[src/spp_params.svh]
// constants for the slave parameter port: offsets, fields, reset values, timing
// assumes a 10 MHz i_mclk; all timing counts below are derived from that period
// Notes on behaviour
// - latch received parameter, drive open-drain lines
// - parameter strobe pulse lasts 5 to 6 us
// - sample line inputs 11 to 13.5 us later
// - normal mode: sample is output AND external
// - multiplex mode: release drivers before sampling
// - data valid 0.1 to 0.6 us before strobe
// - multiplex mode: drivers off after strobe edge
// - reset/address clear: all ones, strobe issued
// - first parameter output enables data port
// - line 0 gates watchdog when selected
// - line 1 low activates input filters
// - line 2 low activates synchronous I/O
// - control lines use output AND external value
// - exchange disable set on clear, cleared on write
`ifndef SPP_PARAMS_SVH
`define SPP_PARAMS_SVH

`define SPP_ADDR_W            5
`define SPP_DATA_W            8
`define SPP_ADDR_PARAM_OUT    5'h00
`define SPP_ADDR_PARAM_IN     5'h04
`define SPP_ADDR_CFG          5'h08
`define SPP_ADDR_STATUS       5'h0C
`define SPP_ADDR_CTRL         5'h10

`define SPP_CFG_W             5
`define SPP_CFG_MUX           0
`define SPP_CFG_WD_ACTIVE     1
`define SPP_CFG_WD_PIN_SEL    2
`define SPP_CFG_FILT_PIN_SEL  3
`define SPP_CFG_SYNC_PIN_SEL  4
`define SPP_CFG_RESET         5'h00

`define SPP_ST_DXD            0
`define SPP_ST_DPE            1
`define SPP_ST_BUSY           2
`define SPP_ST_INIT_DONE      3
`define SPP_CTRL_ADDR_CLEAR   0

`define SPP_PARAM_RESET       4'hF

`define SPP_CLK_NS            100
`define SPP_T_SETUP_NS        500
`define SPP_T_PST_MIN_NS      5000
`define SPP_T_PST_MAX_NS      6000
`define SPP_T_LATCH_MIN_NS    11000
`define SPP_T_LATCH_MAX_NS    13500
`define SPP_SETUP_CYC         (`SPP_T_SETUP_NS / `SPP_CLK_NS)
`define SPP_PST_CYC           ((`SPP_T_PST_MIN_NS + `SPP_CLK_NS - 1) / `SPP_CLK_NS)
`define SPP_LATCH_MIN_CYC     ((`SPP_T_LATCH_MIN_NS + `SPP_CLK_NS - 1) / `SPP_CLK_NS)
`define SPP_LATCH_MAX_CYC     (`SPP_T_LATCH_MAX_NS / `SPP_CLK_NS)
`define SPP_LATCH_CYC         ((`SPP_LATCH_MIN_CYC + `SPP_LATCH_MAX_CYC) / 2)

`endif

[src/spp_pkg.sv]
// types shared by the parameter port modules
// assumes nothing beyond a SystemVerilog compiler
package spp_pkg;

    typedef enum logic [1:0] {
        SPP_SEQ_IDLE   = 2'b00,
        SPP_SEQ_SETUP  = 2'b01,
        SPP_SEQ_STROBE = 2'b10,
        SPP_SEQ_WAIT   = 2'b11
    } spp_seq_state_e;

    typedef enum logic {
        SPP_INIT_LOAD = 1'b0,
        SPP_INIT_RUN  = 1'b1
    } spp_init_state_e;

endpackage

[src/spp_seq_if.sv]
// carrier between the port controller and the output timing sequencer
// assumes both ends share i_mclk
`timescale 1ns/100ps
interface spp_seq_if;
    logic       start;
    logic [3:0] value;
    logic       mux;
    logic [3:0] line_oe;
    logic       strobe;
    logic       sample;
    logic       busy;

    modport ctrl (output start, value, mux, input line_oe, strobe, sample, busy);
    modport seq  (input start, value, mux, output line_oe, strobe, sample, busy);
endinterface

[src/slave_parameter_port.sv]
// slave parameter port: register front end, configuration load, line sampling
// assumes a register master with one-cycle strobes and inputs synchronous to i_mclk
`timescale 1ns/100ps
`include "spp_params.svh"
module slave_parameter_port (
    input  wire logic                     i_mclk,
    input  wire logic                     i_reset,
    input  wire logic [`SPP_ADDR_W-1:0]   i_addr,
    input  wire logic [`SPP_DATA_W-1:0]   i_wdata,
    input  wire logic                     i_wr,
    input  wire logic                     i_rd,
    output logic      [`SPP_DATA_W-1:0]   o_rdata,
    input  wire logic                     i_nvm_valid,
    input  wire logic [`SPP_CFG_W-1:0]    i_nvm_cfg,
    input  wire logic [3:0]               i_param_line_in,
    output logic      [3:0]               o_param_line_out,
    output logic      [3:0]               o_param_line_oe,
    output logic                          o_parameter_strobe_out,
    output logic                          o_parameter_strobe_oe,
    output logic                          o_watchdog_enable,
    output logic                          o_filter_enable,
    output logic                          o_sync_io_enable,
    output logic                          o_data_port_enable,
    output logic                          o_data_exchange_disable
);
    spp_seq_if seq_bus ();

    spp_pkg::spp_init_state_e init_reg;
    logic [`SPP_CFG_W-1:0]    cfg_reg;
    logic [3:0]               out_reg;
    logic [3:0]               in_reg;
    logic [3:0]               ctl_reg;
    logic                     start_reg;
    logic                     dxd_reg;
    logic                     dpe_reg;
    logic                     wd_en_reg;
    logic                     filt_en_reg;
    logic                     sync_en_reg;
    logic [`SPP_DATA_W-1:0]   rdata_reg;
    logic                     pin_low_reg;

    logic wr_param;
    logic wr_clear;
    logic wr_cfg;
    logic load_evt;

    spp_port_seq #(
        .SETUP_CYC (`SPP_SETUP_CYC),
        .PST_CYC   (`SPP_PST_CYC),
        .LATCH_CYC (`SPP_LATCH_CYC)
    ) u_seq (
        .i_mclk  (i_mclk),
        .i_reset (i_reset),
        .bus     (seq_bus)
    );

    assign seq_bus.start = start_reg;
    assign seq_bus.value = out_reg;
    assign seq_bus.mux   = cfg_reg[`SPP_CFG_MUX];

    // parameter writes are ignored until the configuration has been loaded
    assign load_evt = (init_reg == spp_pkg::SPP_INIT_LOAD) && i_nvm_valid;
    assign wr_param = i_wr && (i_addr == `SPP_ADDR_PARAM_OUT) && (init_reg == spp_pkg::SPP_INIT_RUN);
    assign wr_clear = i_wr && (i_addr == `SPP_ADDR_CTRL) && i_wdata[`SPP_CTRL_ADDR_CLEAR]
                      && (init_reg == spp_pkg::SPP_INIT_RUN);
    assign wr_cfg   = i_wr && (i_addr == `SPP_ADDR_CFG);

    always_ff @(posedge i_mclk) begin
        if (i_reset) begin
            init_reg <= spp_pkg::SPP_INIT_LOAD;
        end else if (load_evt) begin
            init_reg <= spp_pkg::SPP_INIT_RUN;
        end
    end

    always_ff @(posedge i_mclk) begin
        if (i_reset) begin
            cfg_reg <= `SPP_CFG_RESET;
        end else if (load_evt) begin
            cfg_reg <= i_nvm_cfg;
        end else if (wr_cfg) begin
            cfg_reg <= i_wdata[`SPP_CFG_W-1:0];
        end
    end

    // the default strobe after reset waits for the configuration load
    always_ff @(posedge i_mclk) begin
        if (i_reset) begin
            out_reg <= `SPP_PARAM_RESET;
        end else if (load_evt || wr_clear) begin
            out_reg <= `SPP_PARAM_RESET;
        end else if (wr_param) begin
            out_reg <= i_wdata[3:0];
        end
    end

    always_ff @(posedge i_mclk) begin
        if (i_reset) begin
            start_reg <= 1'b0;
        end else begin
            start_reg <= load_evt || wr_clear || wr_param;
        end
    end

    always_ff @(posedge i_mclk) begin
        if (i_reset) begin
            dxd_reg <= 1'b1;
        end else if (wr_clear) begin
            dxd_reg <= 1'b1;
        end else if (wr_param) begin
            dxd_reg <= 1'b0;
        end
    end

    always_ff @(posedge i_mclk) begin
        if (i_reset) begin
            dpe_reg <= 1'b0;
        end else if (wr_param) begin
            dpe_reg <= 1'b1;
        end
    end

    // in normal mode the sampled value applies the wired-AND explicitly so it does not
    // depend on how the external pull-up network resolves the line
    always_ff @(posedge i_mclk) begin
        if (i_reset) begin
            in_reg <= `SPP_PARAM_RESET;
        end else if (seq_bus.sample) begin
            if (cfg_reg[`SPP_CFG_MUX]) begin
                in_reg <= i_param_line_in;
            end else begin
                in_reg <= out_reg & i_param_line_in;
            end
        end
    end

    // control lines always use the wired-AND, even in multiplex mode
    always_ff @(posedge i_mclk) begin
        if (i_reset) begin
            ctl_reg <= `SPP_PARAM_RESET;
        end else if (seq_bus.sample) begin
            ctl_reg <= out_reg & i_param_line_in;
        end
    end

    always_ff @(posedge i_mclk) begin
        if (i_reset) begin
            wd_en_reg <= 1'b0;
        end else if (cfg_reg[`SPP_CFG_WD_ACTIVE]) begin
            wd_en_reg <= 1'b1;
        end else if (cfg_reg[`SPP_CFG_WD_PIN_SEL]) begin
            wd_en_reg <= ctl_reg[0];
        end else begin
            wd_en_reg <= 1'b0;
        end
    end

    always_ff @(posedge i_mclk) begin
        if (i_reset) begin
            filt_en_reg <= 1'b0;
        end else begin
            filt_en_reg <= cfg_reg[`SPP_CFG_FILT_PIN_SEL] && !ctl_reg[1];
        end
    end

    always_ff @(posedge i_mclk) begin
        if (i_reset) begin
            sync_en_reg <= 1'b0;
        end else begin
            sync_en_reg <= cfg_reg[`SPP_CFG_SYNC_PIN_SEL] && !ctl_reg[2];
        end
    end

    // open-drain pins only ever pull low
    always_ff @(posedge i_mclk) begin
        if (i_reset) begin
            pin_low_reg <= 1'b0;
        end else begin
            pin_low_reg <= 1'b0;
        end
    end

    always_ff @(posedge i_mclk) begin
        if (i_reset) begin
            rdata_reg <= '0;
        end else if (i_rd) begin
            case (i_addr)
                `SPP_ADDR_PARAM_OUT: rdata_reg <= {4'h0, out_reg};
                `SPP_ADDR_PARAM_IN:  rdata_reg <= {4'h0, in_reg};
                `SPP_ADDR_CFG:       rdata_reg <= {3'h0, cfg_reg};
                `SPP_ADDR_STATUS: begin
                    rdata_reg <= {4'h0, (init_reg == spp_pkg::SPP_INIT_RUN),
                                  seq_bus.busy, dpe_reg, dxd_reg};
                end
                default:             rdata_reg <= '0;
            endcase
        end else begin
            rdata_reg <= '0;
        end
    end

    assign o_rdata                 = rdata_reg;
    assign o_param_line_out        = {4{pin_low_reg}};
    assign o_param_line_oe         = seq_bus.line_oe;
    assign o_parameter_strobe_out  = pin_low_reg;
    assign o_parameter_strobe_oe   = seq_bus.strobe;
    assign o_watchdog_enable       = wd_en_reg;
    assign o_filter_enable         = filt_en_reg;
    assign o_sync_io_enable        = sync_en_reg;
    assign o_data_port_enable      = dpe_reg;
    assign o_data_exchange_disable = dxd_reg;

    chk_param_write_drive: assert property (@(posedge i_mclk) disable iff (i_reset)
        wr_param |=> out_reg == $past(i_wdata[3:0]) ##1 o_param_line_oe == ~out_reg)
        else $error("written parameter not driven on the lines");
    chk_clear_defaults: assert property (@(posedge i_mclk) disable iff (i_reset)
        wr_clear |=> out_reg == 4'hF && dxd_reg && start_reg ##1 o_param_line_oe == 4'h0)
        else $error("address clear did not restore defaults");
    chk_sample_wired_and: assert property (@(posedge i_mclk) disable iff (i_reset)
        seq_bus.sample && !cfg_reg[`SPP_CFG_MUX] |=> in_reg == $past(out_reg & i_param_line_in))
        else $error("sampled value is not the wired-AND");
    chk_ctl_wired_and: assert property (@(posedge i_mclk) disable iff (i_reset)
        seq_bus.sample |=> ctl_reg == $past(out_reg & i_param_line_in))
        else $error("control lines not the wired-AND");
    chk_first_write_enable: assert property (@(posedge i_mclk) disable iff (i_reset)
        wr_param |=> dpe_reg && !dxd_reg)
        else $error("parameter write did not enable data port");
    chk_watchdog_gate: assert property (@(posedge i_mclk) disable iff (i_reset)
        !cfg_reg[`SPP_CFG_WD_ACTIVE] && cfg_reg[`SPP_CFG_WD_PIN_SEL] && $stable(cfg_reg)
        |=> wd_en_reg == $past(ctl_reg[0]))
        else $error("watchdog enable does not follow line 0");
    chk_filter_gate: assert property (@(posedge i_mclk) disable iff (i_reset)
        ##1 filt_en_reg == ($past(cfg_reg[`SPP_CFG_FILT_PIN_SEL]) && !$past(ctl_reg[1])))
        else $error("filter enable does not follow line 1");
    chk_config_first: assert property (@(posedge i_mclk) disable iff (i_reset)
        o_parameter_strobe_oe |-> init_reg == spp_pkg::SPP_INIT_RUN)
        else $error("strobe issued before configuration load");
endmodule // slave_parameter_port

[src/spp_port_seq.sv]
// output timing sequencer: places data, strobes, releases in multiplex mode, marks the sample point
// assumes start is a one-cycle pulse; a new start restarts the sequence
`timescale 1ns/100ps
`include "spp_params.svh"
module spp_port_seq #(
    parameter int SETUP_CYC = `SPP_SETUP_CYC,
    parameter int PST_CYC   = `SPP_PST_CYC,
    parameter int LATCH_CYC = `SPP_LATCH_CYC
) (
    input  wire logic i_mclk,
    input  wire logic i_reset,
    spp_seq_if.seq    bus
);
    localparam logic [7:0] SETUP_END = 8'(SETUP_CYC - 1);
    localparam logic [7:0] PST_END   = 8'(SETUP_CYC + PST_CYC - 1);
    localparam logic [7:0] LATCH_END = 8'(LATCH_CYC - 1);

    spp_pkg::spp_seq_state_e state_reg;
    logic [7:0]              cnt_reg;
    logic [3:0]              oe_reg;
    logic                    strobe_reg;
    logic                    sample_reg;

    assign bus.line_oe = oe_reg;
    assign bus.strobe  = strobe_reg;
    assign bus.sample  = sample_reg;
    assign bus.busy    = (state_reg != spp_pkg::SPP_SEQ_IDLE);

    always_ff @(posedge i_mclk) begin
        if (i_reset || bus.start) begin
            cnt_reg <= 8'h00;
        end else if (state_reg != spp_pkg::SPP_SEQ_IDLE) begin
            cnt_reg <= cnt_reg + 8'h01;
        end
    end

    always_ff @(posedge i_mclk) begin
        if (i_reset) begin
            state_reg <= spp_pkg::SPP_SEQ_IDLE;
        end else if (bus.start) begin
            state_reg <= spp_pkg::SPP_SEQ_SETUP;
        end else begin
            case (state_reg)
                spp_pkg::SPP_SEQ_SETUP: begin
                    if (cnt_reg == SETUP_END) state_reg <= spp_pkg::SPP_SEQ_STROBE;
                end
                spp_pkg::SPP_SEQ_STROBE: begin
                    if (cnt_reg == PST_END) state_reg <= spp_pkg::SPP_SEQ_WAIT;
                end
                spp_pkg::SPP_SEQ_WAIT: begin
                    if (cnt_reg == LATCH_END) state_reg <= spp_pkg::SPP_SEQ_IDLE;
                end
                default: state_reg <= spp_pkg::SPP_SEQ_IDLE;
            endcase
        end
    end

    // open drain: a line is pulled only where the value bit is zero
    always_ff @(posedge i_mclk) begin
        if (i_reset) begin
            oe_reg <= 4'h0;
        end else if (bus.start) begin
            oe_reg <= ~bus.value;
        end else if (state_reg == spp_pkg::SPP_SEQ_STROBE && cnt_reg == PST_END && bus.mux) begin
            oe_reg <= 4'h0;
        end
    end

    always_ff @(posedge i_mclk) begin
        if (i_reset || bus.start) begin
            strobe_reg <= 1'b0;
        end else if (state_reg == spp_pkg::SPP_SEQ_SETUP && cnt_reg == SETUP_END) begin
            strobe_reg <= 1'b1;
        end else if (state_reg == spp_pkg::SPP_SEQ_STROBE && cnt_reg == PST_END) begin
            strobe_reg <= 1'b0;
        end
    end

    always_ff @(posedge i_mclk) begin
        if (i_reset || bus.start) begin
            sample_reg <= 1'b0;
        end else begin
            sample_reg <= (state_reg == spp_pkg::SPP_SEQ_WAIT) && (cnt_reg == LATCH_END);
        end
    end

    chk_strobe_setup_time: assert property (@(posedge i_mclk) disable iff (i_reset)
        $rose(strobe_reg) |-> cnt_reg == SETUP_END + 8'h01)
        else $error("strobe did not follow data by the setup time");
    chk_strobe_pulse_width: assert property (@(posedge i_mclk) disable iff (i_reset)
        $fell(strobe_reg) && !$past(bus.start) |-> cnt_reg == PST_END + 8'h01)
        else $error("strobe pulse width wrong");
    chk_sample_point_time: assert property (@(posedge i_mclk) disable iff (i_reset)
        sample_reg |-> cnt_reg == LATCH_END + 8'h01 && !strobe_reg)
        else $error("sample point outside acceptance window");
    chk_mux_driver_release: assert property (@(posedge i_mclk) disable iff (i_reset)
        $fell(strobe_reg) && !$past(bus.start) && $past(bus.mux) |-> oe_reg == 4'h0)
        else $error("drivers not released after strobe in multiplex mode");
endmodule // spp_port_seq

[config.mk]
export PLATFORM = sky130hd
export DESIGN_NAME = slave_parameter_port
export DESIGN_NICKNAME = d
export VERILOG_FILES = /design/src/spp_pkg.sv /design/src/spp_seq_if.sv /design/src/slave_parameter_port.sv /design/src/spp_port_seq.sv
export VERILOG_INCLUDE_DIRS = /design/src
export SDC_FILE = /design/constraint.sdc
export NUM_CORES = 1
export LEC_CHECK = 0
export ABC_AREA = 1
export BUFFER_PORTS_ARGS = -buffer_cell sky130_fd_sc_hd__buf_2
export CAP_MARGIN = 10
export CORE_ASPECT_RATIO = 0.9
export CORE_MARGIN = 1.5
export CORE_UTILIZATION = 25
export CTS_BUF_LIST = sky130_fd_sc_hd__clkbuf_8 sky130_fd_sc_hd__clkbuf_16
export DETAILED_ROUTE_END_ITERATION = 6
export PLACE_DENSITY_LB_ADDON = 0.2
export SYNTH_ARGS = -nofsm -noshare
export SYNTH_HDL_FRONTEND = slang
export SYNTH_SLANG_ARGS = --single-unit
[constraint.sdc]
create_clock -name i_mclk -period 2.6 [get_ports i_mclk]
set_clock_uncertainty 0.05 [all_clocks]
set_input_delay 0.13 -clock i_mclk [delete_from_list [all_inputs] [get_ports i_mclk]]
set_output_delay 0.13 -clock i_mclk [all_outputs]
set_load 0.1 [all_outputs]
==> results of run 1 <==
how the worst min path moves through the flow:
stage	startpoint	to	slack [ns]
after floorplan	i_wdata[1]	out_reg[1]	0.21
after global placement	i_wdata[2]	out_reg[2]	0.33
after detailed placement	i_wdata[2]	out_reg[2]	0.33
after CTS	i_wdata[2]	out_reg[2]	0.009
after global routing	i_wdata[2]	out_reg[2]	0.02
final	i_wdata[2]	out_reg[2]	0.01
stage by stage:
stage	power, W	hold slack (ns)
finish	0.001486	0.01185
global route	0.001557	0.02452
CTS	0.001505	0.009485
detailed placement	0.0009537	0.3313
global placement	0.0009531	0.3314
floorplan	0.0009053	0.2064
power by group:
part,leakage (nW),total [W],switching (W),internal (W)
sequential,0.357,0.000708,0.0000156,0.000692
combinational,0.754,0.000229,0.000170,0.0000591
clock,0.0548,0.000548,0.000259,0.000290
total,1.17,0.00149,0.000444,0.00104
cell families after synthesis:
logic type               after synthesis  share of synthesized area, %
AO/OA/AOI/OAI                         46                         11.30
other                                  1                        0.1755
flip-flops                            44                         41.22
XOR/XNOR                               1                        0.4099
adder cells (fa/ha/maj)                8                         4.684
buffers and inverters                 48                         10.25
AND/OR/NAND/NOR                      143                         31.97
synthesized netlist by cell type, drive strengths merged:
| master | n | area, sq um |
|---|---|---|
| a31oi | 1 | 6.260 |
| nand4 | 5 | 46.29 |
| buf | 11 | 80.07 |
| or2 | 4 | 25.02 |
| o22ai | 4 | 25.02 |
| a21oi | 24 | 120.1 |
| dfxtp | 44 | 880.8 |
| o21bai | 1 | 7.510 |
| and3 | 1 | 6.260 |
| nand2 | 69 | 261.5 |
| nor2 | 32 | 142.6 |
| ha | 8 | 100.1 |
| nor4 | 1 | 12.51 |
| nand2b | 1 | 13.76 |
| nand3 | 24 | 145.1 |
| nor3 | 6 | 30.03 |
| xor2 | 1 | 8.760 |
| o211ai | 1 | 7.510 |
| inv | 35 | 131.4 |
| o21ai | 15 | 75.07 |
| clkbuf | 2 | 7.510 |
| conb | 1 | 3.750 |
area by class of cell:
class | count | area [sq um] | share of cell area [%]
Inverter | 35 | 131.4 | 5.203
Clock buffer | 5 | 68.82 | 2.725
Sequential cell | 44 | 880.8 | 34.89
Multi-Input combinational cell | 206 | 1064 | 42.12
Clock inverter | 3 | 46.29 | 1.833
Tap cell | 115 | 143.9 | 5.699
Timing Repair Buffer | 38 | 190.2 | 7.532
layer usage:
layer,global-route usage [%],routed length (um),up-vias
li1,-,-,1003
met1,17.28,2732,839
met2,18.03,2185,50
met3,2.632,226,6
met4,4.695,89,0
met5,0,0,-
worst max-delay path, stage by stage (launching register included):
cell	delay, ns
dfxtp_1	0.39
inv_1	0.08
ha_1	0.29
inv_2	0.09
nand2_1	0.06
nor2_1	0.13
nand2_1	0.09
inv_2	0.08
nand2_1	0.06
xor2_1	0.13
nor2_1	0.05
==> results.sh, run 1 <==
export IMPL_port_buffers=38
export IMPL_place_ws_ns=1.006
export IMPL_place_hpwl_mm=4.000
export IMPL_drt_iter0_drc=71
export IMPL_synth_warnings=0
export IMPL_num_vias=1898
export IMPL_chipHeight_um=90.71
export IMPL_worstPathArrival_ns=1.76
export IMPL_clock_latency_ns=0.30
export IMPL_synth_area_sq_um=2137
export IMPL_drtPass1Iterations=5
export IMPL_area_delta_synth_final_pct=18.15
export IMPL_grt_usage_pct=12.24
export IMPL_final_cell_area_sq_um=2525
export IMPL_hold_buffers=0
export IMPL_post_cts_buffers=0
export IMPL_vdd_drop_max_mv=0.2035
export IMPL_rsz0062_at_grt="false"
export IMPL_fmax_mhz=621.9
export IMPL_hold_violations=0
export IMPL_clockBufferDepth=2
export IMPL_worstHoldPathCells=3
export IMPL_tritoncts="built"
export IMPL_reg2reg_slack_ns=0.99
export IMPL_drc=0
export IMPL_cts_sinks=44
export IMPL_placed_cell_area_sq_um=2410
export IMPL_final_cell_count_no_fill=446
export IMPL_wire_per_inst_um=11.73
export IMPL_critPathLaunch="u_seq.state_reg[0]"
export IMPL_num_rows=31
export IMPL_min_period_over_period_pct=61.84
export IMPL_p_per_area_nw_per_um2=588.5
export IMPL_dp_cells=438
export IMPL_cp_end_kind="flop"
export IMPL_final_nets=365
export IMPL_floorplan_die_area_sq_um=9112
export IMPL_hold_class="in -> reg"
export IMPL_synth_seq_cells=44
export IMPL_critPathKind="reg -> reg"
export IMPL_final_core_util_pct=30.85
export IMPL_fillers=920
export IMPL_drv_slew=0
export IMPL_antenna_cells=0
export IMPL_mostFrequentLayoutCells="nand2_1 (68), dfxtp_1 (44), buf_2 (38)"
export IMPL_cap_violations=0
export IMPL_clk_pin_slew_ns=0.09
export IMPL_worst_ep_required_time_ns=2.75
export IMPL_p_leak_nw=1.166
export IMPL_avgSynthCellArea_sq_um=7.344
export IMPL_layout_drive_gt1_share_pct=20.85
export IMPL_grt_pass1_vias=1870
export IMPL_place_gp_congestion=0.7936
export IMPL_ys_types=31
export IMPL_mostFrequentLayoutCell="nand2_1"
export IMPL_ff2ff_path_depth=10
export IMPL_worst_slack_ns=0.9920
export IMPL_antenna_found_initial=0
export IMPL_cts_repair_resized=0
export IMPL_initial_utilization_pct=26.11
export IMPL_grt_overflow_total=0
export IMPL_endpoint="u_seq.cnt_reg[7]"
export IMPL_grt_start_max_net_pins=18
export IMPL_core_area_sq_um=8184
export IMPL_cts_buffers=5
export IMPL_r2r_start="u_seq.state_reg[0]"
export IMPL_cts_root_buf="clkbuf_8"
export IMPL_grt_pass1_wl_mm=8.721
export IMPL_cp_start_kind="flop"
export IMPL_setup_viol=0
export IMPL_ant_nets=0
export IMPL_largest_register_ffs=8
export IMPL_avgViaCountPerCell=4.256
export IMPL_die_x_um=100.5
export IMPL_ys_seq_area_share_pct=41.22
export IMPL_r2r_end="u_seq.cnt_reg[7]"
export IMPL_syn_inst=291
export IMPL_cts_htree_levels=2
export IMPL_fin_tns_setup_ns=0
export IMPL_num_io_pins=50
export IMPL_run_status="finished, final reports clean"
export IMPL_period_needed_ns=1.608
export IMPL_cp_max_fo=5
export IMPL_drt_total_wl_mm=5.233
Note: power is estimated with default switching activity, not from simulation.
==> inputs of run 2 (changes only) <==
- clock period: 2.6 -> 1.5 ns (I/O delays scaled with it)
==> run 2 against run 1 <==
Effect of this change: cell count grew 2.7%; register-to-register slack lost 0.88 ns; maximum frequency grew 16%; sequential power grew 74%; clock power up 79%; critical path type unchanged; critical endpoint is now u_seq.state_reg[1]; largest power group unchanged.
==> results.sh, run 2 (synthesis gave the netlist of run 1 again) <==
export IMPL_run_status="finished, final reports clean"
export IMPL_cts_htree_levels=2
export IMPL_hold_violations=0
export IMPL_area_delta_synth_final_pct=24.18
export IMPL_cp_buffers_inverters=2
export IMPL_largest_register_ffs=8
export IMPL_clockBufferDepth=2
export IMPL_grt_overflow_total=0
export IMPL_die_x_um=100.5
export IMPL_critPathTopFamily="simple AND/OR/NAND/NOR gates"
export IMPL_chipHeight_um=90.71
export IMPL_cp_max_fo=4
export IMPL_num_rows=31
export IMPL_ff2ff_path_depth=9
export IMPL_num_io_pins=50
export IMPL_period_needed_ns=1.390
export IMPL_antenna_found_initial=0
export IMPL_tritoncts="built"
export IMPL_cap_violations=0
export IMPL_r2r_start="u_seq.cnt_reg[1]"
export IMPL_drt_iter0_drc=59
export IMPL_antenna_cells=0
export IMPL_dp_cells=444
export IMPL_critPathSlowestCell="dfxtp_2"
export IMPL_final_nets=377
export IMPL_hold_class="in -> reg"
export IMPL_path_common_cell="nand2_1"
export IMPL_clk_pin_slew_ns=0.09
export IMPL_grt_usage_pct=12.27
export IMPL_clock_latency_ns=0.30
export IMPL_fmax_mhz=719.4
export IMPL_p_per_area_nw_per_um2=999.3
export IMPL_vdd_drop_max_mv=0.4205
export IMPL_grt_pass1_wl_mm=8.735
export IMPL_floorplan_die_area_sq_um=9112
export IMPL_placed_cell_area_sq_um=2455
export IMPL_drtPass1Iterations=4
export IMPL_worstHoldPathCells=3
export IMPL_final_core_util_pct=32.43
export IMPL_final_cell_area_sq_um=2654
export IMPL_final_cell_count_no_fill=458
export IMPL_min_from="i_param_line_in[3]"
export IMPL_place_hpwl_mm=4.168
export IMPL_critPathLaunch="u_seq.cnt_reg[1]"
export IMPL_min_period_over_period_pct=92.66
export IMPL_drt_total_wl_mm=5.400
export IMPL_grt_start_max_net_pins=16
export IMPL_cp_start_kind="flop"
export IMPL_layout_drive_gt1_share_pct=24.78
export IMPL_mostFrequentLayoutCell="nand2_1"
export IMPL_drc=0
export IMPL_cts_buffers=5
export IMPL_drv_slew=0
export IMPL_r2r_end="u_seq.state_reg[1]"
export IMPL_worst_ep_required_time_ns=1.67
export IMPL_crit_chain="inv_1, ha_1, nand2_1, inv_2, nand3_1, nand2_1, nand3_1, nand2_1, a21oi_1"
export IMPL_rsz0062_at_grt="true"
export IMPL_core_area_sq_um=8184
export IMPL_mostFrequentLayoutCells="nand2_1 (67), dfxtp_1 (40), buf_2 (38)"
export IMPL_fillers=897
export IMPL_finalPower_w=0.002652
export IMPL_p_leak_nw=1.230
export IMPL_critPathMaxStageDelay_ns=0.37
export IMPL_whs_endpoint="in_reg[3]"
export IMPL_cts_sinks=44
export IMPL_num_vias=1948
export IMPL_setup_viol=0
export IMPL_reg2reg_slack_ns=0.11
export IMPL_place_gp_congestion=0.7914
export IMPL_grt_pass1_vias=1848
export IMPL_worstPathArrival_ns=1.56
export IMPL_initial_utilization_pct=26.11
export IMPL_fin_tns_setup_ns=0
export IMPL_ant_nets=0
export IMPL_cts_root_buf="clkbuf_8"
export IMPL_wire_per_inst_um=11.79
export IMPL_cp_end_kind="flop"
export IMPL_port_buffers=38
export IMPL_avgViaCountPerCell=4.253
export IMPL_critPathKind="reg -> reg"
run 2: cell types whose count changed in the layout (fill, tap and decap cells not counted), sizes merged:
cell	before	now
buf	38	44
dlygate4sd3	0	6
clkbuf	5	6
clkinv	0	1
clkinvlp	1	0
inv	36	35
run 2: stage by stage:
stage               hold WS (ns)  setup WS [ns]
floorplan                 0.1514        0.02764
global placement          0.2799        0.09160
detailed placement        0.2715        0.07868
CTS                      0.01438        0.05387
global route             0.03124       -0.01311
finish                   0.01091         0.1100
run 2: layout make-up:
cell class	count	area, sq um	share of cell area, %
multi-input combinational	206	1076	40.55
sequential	44	885.9	33.38
timing repair buffer	50	295.3	11.13
tap	115	143.9	5.422
inverter	35	131.4	4.950
clock buffer	6	82.58	3.112
clock inverter	2	38.79	1.462
run 2: power by group:
group / switching, W / internal, W
combinational: 0.000310 / 0.000134
sequential: 0.0000246 / 0.00120
clock: 0.000435 / 0.000545
total: 0.000770 / 0.00188
run 2: metal layers:
layer  vias to the layer above  GRT usage, %  share of wire, %
met4                         0         4.930               1.5
li1                       1023             -                 -
met5                         -             0                 0
met1                       867         18.18                53
met2                        50         17.40                41
met3                         8         2.090               4.9
run 2: how the worst max path moves through the flow:
stage / to / depth (start not counted)
floorplan: o_rdata[0] / 4
global placement: u_seq.cnt_reg[7] / 10
detailed placement: u_seq.cnt_reg[7] / 10
CTS: u_seq.state_reg[1] / 9
global route: u_seq.state_reg[1] / 9
finish: u_seq.state_reg[1] / 9
run 2: tightest hold or removal path, stage by stage:
cell,delay (ns)
buf_2,0.10
o21ai_0,0.06
o21ai_0,0.07
run 2: repair_timing:
item                       4_1_cts  5_1_grt
gates resized for setup          0       10
setup buffers                    0        0
hold endpoints to repair         8        0
setup endpoints to repair        0        8
hold buffers                     6        0
==> inputs of run 3 (changes only) <==
- ABC_AREA: 1 -> default
==> run 3 against run 2 <==
Effect of this change: the flow now finishes with violations (negative setup slack); synthesized cell count fell by 25%; sequential share of layout area shrank 1.0 points; cell count down 16%; combinational power decreased by 25%; first-iteration DRC count shrank 32%.
==> results.sh, run 3 <==
export IMPL_run_status="finished, violations left"
export IMPL_violations="negative setup slack"
export IMPL_grt_pass1_vias=1559
export IMPL_cp_start_kind="flop"
export IMPL_cap_violations=0
export IMPL_synth_seq_cells=44
export IMPL_ys_types=46
export IMPL_hold_violations=0
export IMPL_largest_register_ffs=8
export IMPL_p_per_area_nw_per_um2=948.3
export IMPL_antenna_found_initial=0
export IMPL_initial_utilization_pct=25.71
export IMPL_worstPathArrival_ns=1.69
export IMPL_synth_area_sq_um=2074
export IMPL_port_buffers=38
export IMPL_final_cell_count_no_fill=386
export IMPL_reg2reg_slack_ns=-0.03
export IMPL_area_sequential_sq_um=885.9
export IMPL_num_rows=31
export IMPL_yosys_area_top_type_share_pct=42.46
export IMPL_layout_drive_gt1_share_pct=33.80
export IMPL_r2r_end="u_seq.state_reg[0]"
export IMPL_final_nets=322
export IMPL_syn_inst=217
export IMPL_post_cts_buffers=0
export IMPL_ys_seq_area_share_pct=42.46
export IMPL_drt_total_wl_mm=5.002
export IMPL_yosysTopAreaCell="dfxtp_1"
export IMPL_clock_power_share_pct=40.6
export IMPL_grt_pass1_wl_mm=7.879
export IMPL_p_leak_nw=1.148
export IMPL_grt_start_max_net_pins=27
export IMPL_cts_sinks=44
export IMPL_ff2ff_path_depth=6
export IMPL_setup_viol=2
export IMPL_crit_chain="inv_2, ha_1, or3b_4, a211oi_2, a211oi_2, a311oi_2"
export IMPL_critPathLaunch="u_seq.cnt_reg[0]"
export IMPL_dp_cells=371
export IMPL_mostFrequentLayoutCells="dfxtp_1 (40), buf_2 (38), buf_4 (27)"
export IMPL_worst_ep_required_time_ns=1.66
export IMPL_num_io_pins=50
export IMPL_num_vias=1712
export IMPL_die_x_um=99.02
export IMPL_netSwitchingPower_w=0.0006397
export IMPL_grt_overflow_total=0
export IMPL_cp_max_fo=3
export IMPL_ys_flop_type="dfxtp_1"
export IMPL_synth_commonest_cells="dfxtp_1 (44), nor2_1 (18), a21oi_1 (16), nand2_1 (15), o21ai_0 (13)"
export IMPL_drv_slew=0
export IMPL_vdd_drop_max_mv=0.3815
export IMPL_final_cell_area_sq_um=2739
export IMPL_async_flop_share_pct=0
export IMPL_chipHeight_um=89.42
export IMPL_swShare_pct=24.63
export IMPL_placed_cell_area_sq_um=2505
export IMPL_cp_end_kind="flop"
export IMPL_antenna_cells=0
export IMPL_min_from="i_param_line_in[0]"
export IMPL_drt_iter0_drc=40
export IMPL_fmax_mhz=655.3
export IMPL_r2r_start="u_seq.cnt_reg[0]"
export IMPL_cts_root_buf="clkbuf_8"
export IMPL_tritoncts="built"
export IMPL_period_needed_ns=1.526
export IMPL_place_hpwl_mm=3.822
export IMPL_wire_per_inst_um=12.96
export IMPL_worst_slack_ns=-0.02611
export IMPL_cts_htree_levels=2
export IMPL_area_delta_synth_final_pct=32.03
export IMPL_worstHoldPathCells=3
export IMPL_place_gp_congestion=0.7181
export IMPL_synth_most_common_cell="dfxtp_1"
export IMPL_critPathMaxStageDelay_ns=0.39
export IMPL_pwr_share_seq_pct=46.6
export IMPL_critPathSlowestCell="or3b_4"
export IMPL_internal_power_w=0.001958
export IMPL_whs_endpoint="ctl_reg[0]"
export IMPL_synth_warnings=0
export IMPL_min_period_over_period_pct=101.7
export IMPL_power_frac_comb_pct=12.8
export IMPL_path_common_cell="a211oi_2"
export IMPL_fillers=890
export IMPL_multi_input_area_sq_um=1094
export IMPL_grt_usage_pct=11.65
export IMPL_cts_buffers=5
export IMPL_rsz0062_at_grt="true"
export IMPL_core_area_sq_um=8068
export IMPL_avgViaCountPerCell=4.435
export IMPL_mostFrequentLayoutCell="dfxtp_1"
export IMPL_ant_nets=0
export IMPL_critPathKind="reg -> reg"
export IMPL_avgSynthCellArea_sq_um=9.560
export IMPL_clock_latency_ns=0.29
export IMPL_drc=0
export IMPL_drtPass1Iterations=4
export IMPL_floorplan_die_area_sq_um=8854
export IMPL_synth_edf_count=0
export IMPL_clk_pin_slew_ns=0.08
export IMPL_hold_class="in -> reg"
export IMPL_clockBufferDepth=2
export IMPL_synth_area_top_cells="dfxtp_1 (42%), ha_1 (4.8%), mux2i_1 (4.8%)"
run 3: how the worst max path moves through the flow:
stage | end | slack (ns) | depth (start not counted)
finish | u_seq.state_reg[0] | -0.03 | 6
global route | u_seq.state_reg[0] | -0.12 | 6
CTS | u_seq.state_reg[0] | -0.09 | 6
detailed placement | u_seq.state_reg[0] | -0.09 | 6
global placement | u_seq.state_reg[0] | -0.06 | 6
floorplan | u_seq.state_reg[0] | -0.03 | 6
run 3: cell type report:
cell class              instances  share of cell area [%]
flip-flops and latches         44                   32.34
inverters                       9                   1.233
multi-input cells             154                   39.93
clock inverters                 2                   2.193
well taps                      99                   4.523
repair buffers                 73                   17.27
clock buffers                   5                   2.513
run 3: cell families (layout without fill, tap and decap cells):
kind of cell | count (synthesis) | in the layout | synth area share, %
simple gates | 74 | 74 | 19.30
compound gates | 45 | 45 | 14.29
flops | 44 | 44 | 42.46
buf+inv | 26 | 89 | 7.660
mux | 14 | 14 | 9.168
fa+ha+maj | 8 | 8 | 4.825
xor+xnor | 5 | 5 | 2.111
other cells | 1 | 8 | 0.1808
run 3: metrics by stage:
| step | setup TNS (ns) | total power [W] | hold WS (ns) | util [%] | worst slack [ns] |
|---|---|---|---|---|---|
| 2_1_floorplan | -0.03296 | 0.001476 | 0.1408 | - | -0.03296 |
| 3_3_place_gp | -0.08022 | 0.001552 | 0.2457 | 31.05 | -0.05654 |
| 3_5_place_dp | -0.1080 | 0.001551 | 0.2574 | 31.05 | -0.09179 |
| 4_1_cts | -0.1087 | 0.002627 | 0.005665 | 33.81 | -0.09073 |
| 5_1_grt | -0.3035 | 0.002691 | 0.02869 | 33.95 | -0.1157 |
| 6_report | -0.04213 | 0.002597 | 0.01436 | 33.95 | -0.02611 |
run 3: power by group through the flow:
stage | logic [W] | registers (W) | clock network [W]
final | 0.000332 | 0.00121 | 0.00105
after global routing | 0.000356 | 0.00122 | 0.00112
after CTS | 0.000331 | 0.00121 | 0.00108
after detailed placement | 0.000313 | 0.00124 | 0
after global placement | 0.000314 | 0.00124 | 0
after floorplan | 0.000217 | 0.00126 | 0
run 3: what timing repair did:
item / 4_1_cts / 5_1_grt
hold buffers: 8 / 0
gates resized for setup: 4 / 3
setup endpoints to repair: 7 / 15
endpoints found under the hold margin: 8 / 0
pin swaps: 3 / 3
run 3: per-layer routing:
metal	vias up	wire length (um)	GRT usage [%]
li1	893	-	-
met3	6	179	2.424
met1	777	2722	16.81
met2	36	2037	16.99
met4	0	62	4.545
met5	-	0	0
run 3: critical path: cells and delay by family (launching register included):
kind / cells / cell delay (ns)
adder cells (fa/ha/maj): 1 / 0.12
AO/OA/AOI/OAI: 3 / 0.49
flip-flops: 1 / 0.34
buffers and inverters: 1 / 0.05
AND/OR/NAND/NOR: 1 / 0.39
